[config.mk]
export PLATFORM = sky130hd
export DESIGN_NAME = dcgo_regs
export DESIGN_NICKNAME = d
export VERILOG_FILES = /design/src/rtl/dcgo_pkg.sv /design/src/rtl/dcgo_calib.sv /design/src/rtl/dcgo_regs.sv
export VERILOG_INCLUDE_DIRS = /design/src /design/src/rtl
export SDC_FILE = /design/constraint.sdc
export NUM_CORES = 1
export LEC_CHECK = 0
export ABC_CLOCK_PERIOD_IN_PS = 10330
export BUFFER_PORTS_ARGS = -buffer_cell sky130_fd_sc_hd__buf_2
export CAP_MARGIN = 20
export CORE_UTILIZATION = 30
export CTS_CLUSTER_DIAMETER = 120
export CTS_CLUSTER_SIZE = 10
export DETAILED_ROUTE_END_ITERATION = 8
export HOLD_SLACK_MARGIN = 0.15
export RECOVER_POWER = 50
export SKIP_CTS_REPAIR_TIMING = 1
export SYNTH_ARGS = -nofsm -noshare
export SYNTH_HDL_FRONTEND = slang
export SYNTH_SLANG_ARGS = --single-unit
[constraint.sdc]
create_clock -name clk -period 10.33 [get_ports clk]
set_input_delay 1.033 -clock clk [delete_from_list [all_inputs] [get_ports clk]]
set_output_delay 1.033 -clock clk [all_outputs]
set_load 0.005 [all_outputs]
[src/rtl/dcgo_defs.svh]
// Constants for the converter code, gain and offset register block
`ifndef DCGO_DEFS_SVH
`define DCGO_DEFS_SVH
`define DCGO_FRAME_BITS   5'h18
`define DCGO_CMD_BITS     5'h04
`define DCGO_READ_LAST    5'h16
`define DCGO_READ_FIRST   5'h05
`define DCGO_CMD_NOP      4'h0
`define DCGO_CMD_WR_CODE  4'h1
`define DCGO_CMD_WR_OFS   4'h2
`define DCGO_CMD_WR_GAIN  4'h3
`define DCGO_CMD_RD_CODE  4'h9
`define DCGO_CMD_RD_OFS   4'hA
`define DCGO_CMD_RD_GAIN  4'hB
`define DCGO_RST_CODE     18'h00000
`define DCGO_RST_OFS      18'h00000
`define DCGO_RST_GAIN     18'h3FFFF
`define DCGO_HALF_GAIN    18'h1FFFF
`define DCGO_MID_CODE     18'h20000
`define DCGO_QTR_CODE     18'h10000
`define DCGO_INIT_CYCLES  4'h8
`endif

[src/rtl/dcgo_pkg.sv]
// Types shared by the converter register block
package dcgo_pkg;
	typedef logic [17:0] dcgo_word_t;
	typedef logic [3:0]  dcgo_cmd_t;
endpackage : dcgo_pkg

[src/rtl/dcgo_calib.sv]
// Gain and offset arithmetic producing the final converter code
`timescale 1ns/100ps
module dcgo_calib #(
	parameter int W = 18
) (
	// Operands
	input  wire logic [W-1:0] inCode,
	input  wire logic         signedFmt,
	input  wire logic [W-1:0] gain,
	input  wire logic [W-1:0] offset,
	// Result
	output logic      [W-1:0] outCode
);
	logic [W-1:0]          uCode;
	logic [W:0]            gainP1;
	logic [2*W:0]          prod;
	logic signed [W+1:0]   sum;

	if (W < 2) begin : g_bad
		$error("dcgo_calib: W must be at least 2");
	end

	always_comb begin
		uCode = signedFmt ? {~inCode[W-1], inCode[W-2:0]} : inCode;
		gainP1 = {1'b0, gain} + {{W{1'b0}}, 1'b1};
		prod   = {{W{1'b0}}, uCode} * {{W{1'b0}}, gainP1};
		sum = $signed({1'b0, prod[2*W:W]}) + $signed({{2{offset[W-1]}}, offset});
		if (sum[W+1])
			outCode = '0;
		else if (sum[W])
			outCode = '1;
		else
			outCode = sum[W-1:0];
	end
endmodule : dcgo_calib

[src/rtl/dcgo_regs.sv]
// Serial command decode, code/gain/offset registers and final code for the converter
`timescale 1ns/100ps
`include "dcgo_defs.svh"
module dcgo_regs (
	// Clock and reset
	input  wire logic              clk,
	input  wire logic              rst,
	// Serial port pins
	input  wire logic              spiSclk,
	input  wire logic              spiCsN,
	input  wire logic              spiSdi,
	output logic                   spiSdo,
	output logic                   spiSdoEn,
	// Mode pins
	input  wire logic              codeFormatSelect,
	input  wire logic              powerUpScaleSelect,
	// Converter side
	output dcgo_pkg::dcgo_word_t   dacCode,
	output logic                   initDone
);
	import dcgo_pkg::*;

	localparam int NIN = 5;
	logic [NIN-1:0] syncA_q, syncB_q, syncC_q, filt_q, filt_d;
	logic [4:0]     bitCnt_q;
	logic [23:0]    shift_q;
	logic [23:0]    frameWord;
	logic           lastBit_q;
	logic           frameOn_q;
	dcgo_word_t     inputCode_q, offset_q, gain_q, calOut, rdData;
	dcgo_cmd_t      frameCmd;
	dcgo_cmd_t      rdCmd_q;
	dcgo_word_t     framePayload;
	logic [3:0]     initCnt_q;
	logic           initDone_q;
	logic           sclkFall, sclkRise, csFall, csRise, sdiBit, fmtSigned, scaleHigh;
	logic           execPulse, initLoad, rdActive;
	logic [4:0]     rdIdx;
	dcgo_word_t     dacCode_q;
	logic           spiSdo_q, spiSdoEn_q;

	// Three stages per pin; only stages two and three feed the filter
	always_ff @(posedge clk or posedge rst) begin
		if (rst) begin
			syncA_q <= 5'h02;
			syncB_q <= 5'h02;
			syncC_q <= 5'h02;
		end else begin
			syncA_q <= {powerUpScaleSelect, codeFormatSelect, spiSdi, spiCsN, spiSclk};
			syncB_q <= syncA_q;
			syncC_q <= syncB_q;
		end
	end

	always_comb begin
		for (int i = 0; i < NIN; i++)
			filt_d[i] = (syncB_q[i] == syncC_q[i]) ? syncC_q[i] : filt_q[i];
	end

	always_ff @(posedge clk or posedge rst) begin
		if (rst)
			filt_q <= 5'h02;
		else
			filt_q <= filt_d;
	end

	assign sclkFall  = filt_q[0] & ~filt_d[0];
	assign sclkRise  = ~filt_q[0] & filt_d[0];
	assign csFall    = filt_q[1] & ~filt_d[1];
	assign csRise    = ~filt_q[1] & filt_d[1];
	assign sdiBit    = filt_d[2];
	assign fmtSigned = filt_q[3];
	assign scaleHigh = filt_q[4];

	assign frameWord    = {shift_q[22:0], sdiBit};
	assign frameCmd     = frameWord[23:20];
	assign framePayload = frameWord[19:2];
	assign execPulse    = sclkFall & frameOn_q & ~csRise & (bitCnt_q == `DCGO_FRAME_BITS - 5'h01);

	// Short frames simply never reach the execute count and are dropped
	always_ff @(posedge clk or posedge rst) begin
		if (rst) begin
			bitCnt_q  <= 5'h00;
			shift_q   <= 24'h000000;
			lastBit_q <= 1'b0;
			frameOn_q <= 1'b0;
		end else if (csFall) begin
			bitCnt_q  <= 5'h00;
			lastBit_q <= 1'b0;
			frameOn_q <= 1'b1;
		end else if (csRise) begin
			frameOn_q <= 1'b0;
		end else if (sclkFall && frameOn_q && bitCnt_q < `DCGO_FRAME_BITS) begin
			bitCnt_q  <= bitCnt_q + 5'h01;
			shift_q   <= frameWord;
			lastBit_q <= sdiBit;
		end
	end

	// Power-up defaults wait until the pin filters have settled
	assign initLoad = ~initDone_q & (initCnt_q == `DCGO_INIT_CYCLES - 4'h1);

	always_ff @(posedge clk or posedge rst) begin
		if (rst) begin
			initCnt_q  <= 4'h0;
			initDone_q <= 1'b0;
		end else if (!initDone_q) begin
			initCnt_q  <= initCnt_q + 4'h1;
			initDone_q <= initLoad;
		end
	end

	always_ff @(posedge clk or posedge rst) begin
		if (rst) begin
			inputCode_q <= `DCGO_RST_CODE;
		end else if (initLoad) begin
			inputCode_q <= {scaleHigh ^ fmtSigned, 17'h00000};
		end else if (execPulse && frameCmd == `DCGO_CMD_WR_CODE) begin
			inputCode_q <= framePayload;
		end
	end

	always_ff @(posedge clk or posedge rst) begin
		if (rst)
			offset_q <= `DCGO_RST_OFS;
		else if (execPulse && frameCmd == `DCGO_CMD_WR_OFS)
			offset_q <= framePayload;
	end

	always_ff @(posedge clk or posedge rst) begin
		if (rst)
			gain_q <= `DCGO_RST_GAIN;
		else if (execPulse && frameCmd == `DCGO_CMD_WR_GAIN)
			gain_q <= framePayload;
	end

	dcgo_calib #(
		.W (18)
	) u_calib (
		.inCode    (inputCode_q),
		.signedFmt (fmtSigned),
		.gain      (gain_q),
		.offset    (offset_q),
		.outCode   (calOut)
	);

	always_ff @(posedge clk or posedge rst) begin
		if (rst)
			dacCode_q <= `DCGO_RST_CODE;
		else
			dacCode_q <= calOut;
	end

	// Command kept apart, since the shift path moves past it after the fourth bit
	always_ff @(posedge clk or posedge rst) begin
		if (rst)
			rdCmd_q <= `DCGO_CMD_NOP;
		else if (csFall)
			rdCmd_q <= `DCGO_CMD_NOP;
		else if (sclkFall && frameOn_q && bitCnt_q == `DCGO_CMD_BITS - 5'h01)
			rdCmd_q <= frameWord[3:0];
	end

	always_comb begin
		unique case (rdCmd_q)
			`DCGO_CMD_RD_CODE: rdData = inputCode_q;
			`DCGO_CMD_RD_OFS:  rdData = offset_q;
			`DCGO_CMD_RD_GAIN: rdData = gain_q;
			default:           rdData = '0;
		endcase
	end

	assign rdIdx    = `DCGO_READ_LAST - bitCnt_q;
	// No-op, write and reserved commands keep echoing the input bits
	assign rdActive = (rdCmd_q == `DCGO_CMD_RD_CODE || rdCmd_q == `DCGO_CMD_RD_OFS || rdCmd_q == `DCGO_CMD_RD_GAIN)
		&& bitCnt_q >= `DCGO_READ_FIRST && bitCnt_q <= `DCGO_READ_LAST;

	// Output changes on the rising edge so the host samples it on the next fall
	always_ff @(posedge clk or posedge rst) begin
		if (rst) begin
			spiSdo_q   <= 1'b0;
			spiSdoEn_q <= 1'b0;
		end else begin
			spiSdoEn_q <= frameOn_q;
			if (csFall)
				spiSdo_q <= 1'b0;
			else if (sclkRise && frameOn_q)
				spiSdo_q <= rdActive ? rdData[rdIdx] : lastBit_q;
		end
	end

	assign spiSdo   = spiSdo_q;
	assign spiSdoEn = spiSdoEn_q;
	assign dacCode  = dacCode_q;
	assign initDone = initDone_q;
endmodule : dcgo_regs

==> metrics, run 1 <==
status finished with violations; failing checks capacitance limit, slew limit; ys async rst share 100%; Post-synth top cells inv_1 (359), fa_1 (271), and2_1 (188); initial core utilization 30.6%; final WL 43,000 um; cell with the most instances after synthesis inv_1; Worst Path Arrival 10.00 ns; Netlist cell types 64; wire length per cell after detailed routing 16.4 um; grt ovf 0; Yosys reg bits 133; worst vdd rail ir drop 0.0889 mV; max_slew headroom -168%; cell taking the most area after synthesis fa_1; # rows 88; share of cells above drive strength 1 10.6%; via count 12,500; Final ANT Viol Nets 0; RSZ-0062 raised after global routing no; Post-synth EDFFs 0; Final Hold Fails 0; cells on worst reg2reg path 36; syn avg cell area 9.63 um^2; IO buf count 27; Final WS setup 0.599 ns; crit path capture type register; Setup violations, final 0; PwrDens 64.3 mW/mm^2; initial drt markers 540; startpoint types register; TritonCTS clock tree yes; synthesized area 0.0177 mm^2; WHS Path Cells 0; Worst Skew 0.0102 ns; core area 0.0580 mm^2; CP dominant cell by count fa_1; fin. max-slew vios 136; Vias per Instance 4.76; largest net degree at the start of global routing 78; fmax 103 MHz; total track usage 15.0%; Crit path required time 10.60 ns; Ports 28; sequential fraction of the synthesis area 18.9%; Slowest-stage cell, CP xnor2_1; clk sinks 133; Pwr Total 1.25 mW; first-pass GRT wire length 71,900 um; Tmin final 9.73 ns; largest cells by area after synthesis fa_1 (31%), dfrtp_1 (16%), ha_1 (9.5%), inv_1 (7.6%), and2_1 (6.6%); final core utilization 33.4%; cts bufs inserted 17; DRT Pass-1 Iters 5; syn_nets 2,254; Die Y 245 um; FILL cells 5,890; Final Cycle Share 94.2%; # diodes 0; Residual DRC 0; static leakage 10.0 nW; clock-pin slew on the worst setup and hold paths 0.06 ns; crit-path max FO 18; HP Class register to register; post-synthesis cell count 1,841; htree depth 4; vias in the first global route 13,600; Layout Nets 2,253; die width 245 um; Max Cap Viol 2; die area 0.0601 mm^2; RD Place Congestion 0.869; antenna violations before repair 0; Max stage delay on crit path 0.62 ns; TNS Setup 0 ns; DP Wirelength 32,300 um; Crit Path Class register to register; clock buffer depth 2; Synth Flop Type dfrtp_1; worst skew pair latency 0.42 ns; Place WS 0.270 ns; hold_ws 0.346 ns; top cell type's share of synthesized area 30.6%; Least-Margin Pin Slew 4.02 ns; area delta synth->final 9.32%; Synth Warn # 0; Clock Tree Root clkbuf_16
through the flow:
step,cells,area (um^2)
global route,2618,19400
CTS,2615,19300
global placement,2583,18700
finish,2618,19400
floorplan,1841,17700
detailed placement,2583,18700
where the power goes:
part / switching [mW] / total [mW] / internal [mW]
sequential: 0.0150 / 0.552 / 0.537
clock: 0.220 / 0.613 / 0.392
combinational: 0.0514 / 0.0824 / 0.0310
total: 0.287 / 1.25 / 0.960
placed cells by master (no fill, tap or decap), types with 11 or more instances in the layout:
cell / instances
mux2_2: 79
buf_4: 28
mux2i_1: 23
xnor2_1: 29
a21o_1: 11
nand2_1: 175
fa_1: 271
nor2b_1: 21
o21ai_0: 32
nor3_1: 11
xor2_1: 26
buf_2: 13
and2_1: 188
a21oi_1: 42
ha_1: 135
nand2b_1: 14
dfstp_2: 21
clkbuf_16: 17
dfrtp_1: 111
clkbuf_1: 20
a221oi_1: 19
inv_1: 358
nand3_1: 20
a21oi_2: 11
nor2_1: 62
path summary, 6_finish.rpt:
kind	start	to	slack, ns
min in group asynchronous	rst	initCnt_q[0]$_DFFE_PP0N_	1.27
worst max register to register	gain_q[4]$_DFFE_PP1P_	dacCode[4]$_DFF_PP0_	0.60
max in group asynchronous	rst	inputCode_q[9]$_DFFE_PP0P_	4.43
worst max-delay path	gain_q[4]$_DFFE_PP1P_	dacCode[4]$_DFF_PP0_	0.60
worst min register to register	syncA_q[2]$_DFF_PP0_	syncB_q[2]$_DFF_PP0_	0.35
worst min-delay path	syncA_q[2]$_DFF_PP0_	syncB_q[2]$_DFF_PP0_	0.35
routing by layer:
layer / routed length, um / GRT usage (%) / up-vias
met3: 1560 / 1.71 / 55
met4: 898 / 4.30 / 0
met1: 19400 / 19.8 / 6425
li1: - / - / 5737
met2: 21200 / 25.6 / 256
met5: 0 / 0 / -
flip-flops by register name (all words and copies together), names as in the netlist, 5 cells and up:
name and cells:
shift_q 23, dacCode 18, gain_q 18, inputCode_q 18
offset_q 18, bitCnt_q 5, filt_q 5, syncA_q 5
syncB_q 5, syncC_q 5
area by class of cell:
class / count / area, um^2 / area share [%]
Clock buffer: 24 / 472 / 2.43
Clock inverter: 8 / 126 / 0.652
Inverter: 359 / 1350 / 6.96
Multi-Input combinational cell: 1273 / 12800 / 66.0
Sequential cell: 133 / 3360 / 17.3
Tap cell: 765 / 957 / 4.94
Timing Repair Buffer: 56 / 332 / 1.71
logic make-up after synthesis:
| group | count (synthesis) | synth area share (%) |
|---|---|---|
| AND/OR/NAND/NOR | 526 | 15.1 |
| buffers and inverters | 435 | 9.26 |
| adder cells (fa/ha/maj) | 410 | 40.3 |
| AO/OA/AOI/OAI | 174 | 6.88 |
| flip-flops | 133 | 18.9 |
| multiplexers | 103 | 6.44 |
| XOR/XNOR | 60 | 3.01 |
worst max-delay path: cells and delay by family (launching register included):
family | cells | cell delay [ns]
AND/OR/NAND/NOR | 10 | 1.86
adder cells (fa/ha/maj) | 8 | 3.76
flip-flops | 1 | 0.58
XOR/XNOR | 3 | 1.00
AO/OA/AOI/OAI | 10 | 1.93
buffers and inverters | 5 | 0.43
Note: power is estimated with default switching activity, not from simulation.
==> run 2: changes to the inputs <==
BUFFER_PORTS_ARGS = default   (was -buffer_cell sky130_fd_sc_hd__buf_2)
DONT_BUFFER_PORTS = 1   (was default)
RECOVER_POWER = default   (was 50)
==> run 2 against run 1 <==
  * The run now ends clean
  * Highest routed layer unchanged
  * Worst setup slack improved by 0.076 ns
  * Critical path type unchanged
  * Core utilization decreased by 0.080 points
  * Combinational power decreased by 2%
  * Critical endpoint is now dacCode[1]$_DFF_PP0_
==> metrics, run 2 (same netlist as run 1, synthesis figures left out) <==
vias in the first global route 13,700 (+0.65%); Crit Path Class register to register; Setup violations, final 0 (unchanged); # rows 88 (unchanged); Final ANT Viol Nets 0 (unchanged); share of cells above drive strength 1 10.5% (-0.086 points); area delta synth->final 9.06%; Max Cap Viol 0 (-2); fin. max-slew vios 0 (-100%); Least-Margin Pin Slew 1.07 ns (-2.94 ns); die area 0.0601 mm^2 (unchanged); Ports 28 (unchanged); Worst Path Arrival 9.91 ns (-0.09 ns); Clock Tree Root clkbuf_16; Final WS setup 0.674 ns (+0.0759 ns); cts bufs inserted 17 (unchanged); PwrDens 65.2 mW/mm^2 (+1.3%); Worst Path Buf+Inv 6 (+1); Post-DP Area 0.0187 mm^2 (-0.51%); WHS Path Cells 0 (unchanged); hold path startpoint syncA_q[2]$_DFF_PP0_; htree depth 4 (unchanged); cells on worst reg2reg path 35 (-2.8%); startpoint types register; # diodes 0 (unchanged); grt ovf 0 (unchanged); antenna violations before repair 0 (unchanged); Final Hold Fails 0 (unchanged); TNS Setup 0 ns (unchanged); first-pass GRT wire length 71,800 um (-0.21%); Worst Skew 0.0106 ns (+0.000337 ns); core area 0.0580 mm^2 (unchanged); total track usage 14.8% (-0.14 points); post-route insts no fill 2,595 (-0.88%); largest net degree at the start of global routing 80 (+2.6%); Die Y 245 um (unchanged); Slowest-stage cell, CP dfstp_2; Tmin final 9.66 ns (-0.0759 ns); WHS Endpoint syncB_q[2]$_DFF_PP0_; commonest non-fill, non-tap cell in the layout inv_1; fmax 104 MHz (+0.79%); final WL 42,300 um (-1.8%); IO buf count 0 (-100%); cell area after layout 0.0193 mm^2 (-0.24%); via count 12,400 (-0.54%); Largest register FFs 23 (unchanged); status finished, final reports clean; HP Class register to register; static leakage 9.98 nW (-0.17%); RR Startpoint gain_q[1]$_DFFE_PP1P_; worst vdd rail ir drop 0.158 mV (+78%); most frequent cells in the layout inv_1 (358), fa_1 (271), and2_1 (188); crit-path max FO 18 (unchanged); Max stage delay on crit path 0.56 ns (-0.06 ns); die width 245 um (unchanged); Pwr Total 1.26 mW (+1.1%); DP Wirelength 32,400 um (+0.53%); clock-pin slew on the worst setup and hold paths 0.06 ns (about the same); hold_ws 0.351 ns (+0.00495 ns); Place WS 0.375 ns (+0.105 ns); family with the most delay on the worst path adder cells; Final Cycle Share 93.5% (-0.73 points); Residual DRC 0 (unchanged); final core utilization 33.3% (-0.080 points); R2R Path End dacCode[1]$_DFF_PP0_; RD Place Congestion 0.855 (-1.6%); TritonCTS clock tree yes; clk sinks 133 (unchanged); FILL cells 5,876 (-0.24%); RSZ-0062 raised after global routing no; Crit path required time 10.59 ns (about the same); Top reg by flops shift_q; Layout Nets 2,230 (-1.0%); dpl cells 2,561 (-0.85%); clock buffer depth 2 (unchanged); initial core utilization 30.6% (unchanged); R2R Setup Slk 0.67 ns (+0.08 ns); worst skew pair latency 0.41 ns (about the same); DRT Pass-1 Iters 5 (unchanged); Vias per Instance 4.78 (+0.34%); max_slew headroom 28.5% (+200 points); wire length per cell after detailed routing 16.3 um (-0.92%); initial drt markers 558 (+3.3%); crit path capture type register
-- run 2: cell count changes in the layout (fill, tap and decap cells not counted), sizes merged --
cell / change
clkinvlp: -3
clkinv: +5
bufinv: +1
clkbuf: -21
buf: -8
inv: +3
-- run 2: worst max-delay path by stage --
stage	startpoint	endpoint	slack, ns	depth (start not counted)
6_report	gain_q[1]$_DFFE_PP1P_	dacCode[1]$_DFF_PP0_	0.67	35
5_1_grt	gain_q[1]$_DFFE_PP1P_	dacCode[3]$_DFF_PP0_	0.04	35
4_1_cts	gain_q[1]$_DFFE_PP1P_	dacCode[1]$_DFF_PP0_	0.27	35
3_5_place_dp	gain_q[1]$_DFFE_PP1P_	dacCode[1]$_DFF_PP0_	0.38	35
3_3_place_gp	gain_q[1]$_DFFE_PP1P_	dacCode[0]$_DFF_PP0_	0.53	36
2_1_floorplan	gain_q[1]$_DFFE_PP1P_	dacCode[10]$_DFF_PP0_	1.15	34
-- run 2: where the power goes --
group	internal [mW]	total, mW	switching (mW)	leakage, nW
clock network	0.402	0.626	0.224	0.302
logic	0.0302	0.0808	0.0506	7.95
registers	0.537	0.553	0.0162	1.72
total	0.969	1.26	0.291	9.98
-- run 2: final cells by class --
type	instances	area [um^2]	area share, %
Sequential cell	133	3360	17.4
Multi-Input combinational cell	1273	12800	66.2
Tap cell	765	957	4.95
Clock buffer	18	429	2.22
Timing Repair Buffer	33	255	1.32
Clock inverter	14	183	0.945
Inverter	359	1350	6.99
-- run 2: routing by layer --
| layer | wire (um) | GRT usage (%) |
|---|---|---|
| met3 | 1450 | 1.56 |
| met4 | 731 | 3.64 |
| met1 | 19000 | 19.5 |
| met2 | 21100 | 25.9 |
| met5 | 0 | 0 |
-- run 2: worst reg2reg max path, delay by kind of cell, from the launching register on --
| kind | cells | cell delay [ns] |
|---|---|---|
| AO/OA/AOI/OAI | 9 | 2.06 |
| XOR/XNOR | 3 | 0.95 |
| adder cells (fa/ha/maj) | 9 | 3.96 |
| buffers and inverters | 6 | 0.32 |
| flip-flops | 1 | 0.56 |
| AND/OR/NAND/NOR | 8 | 1.65 |
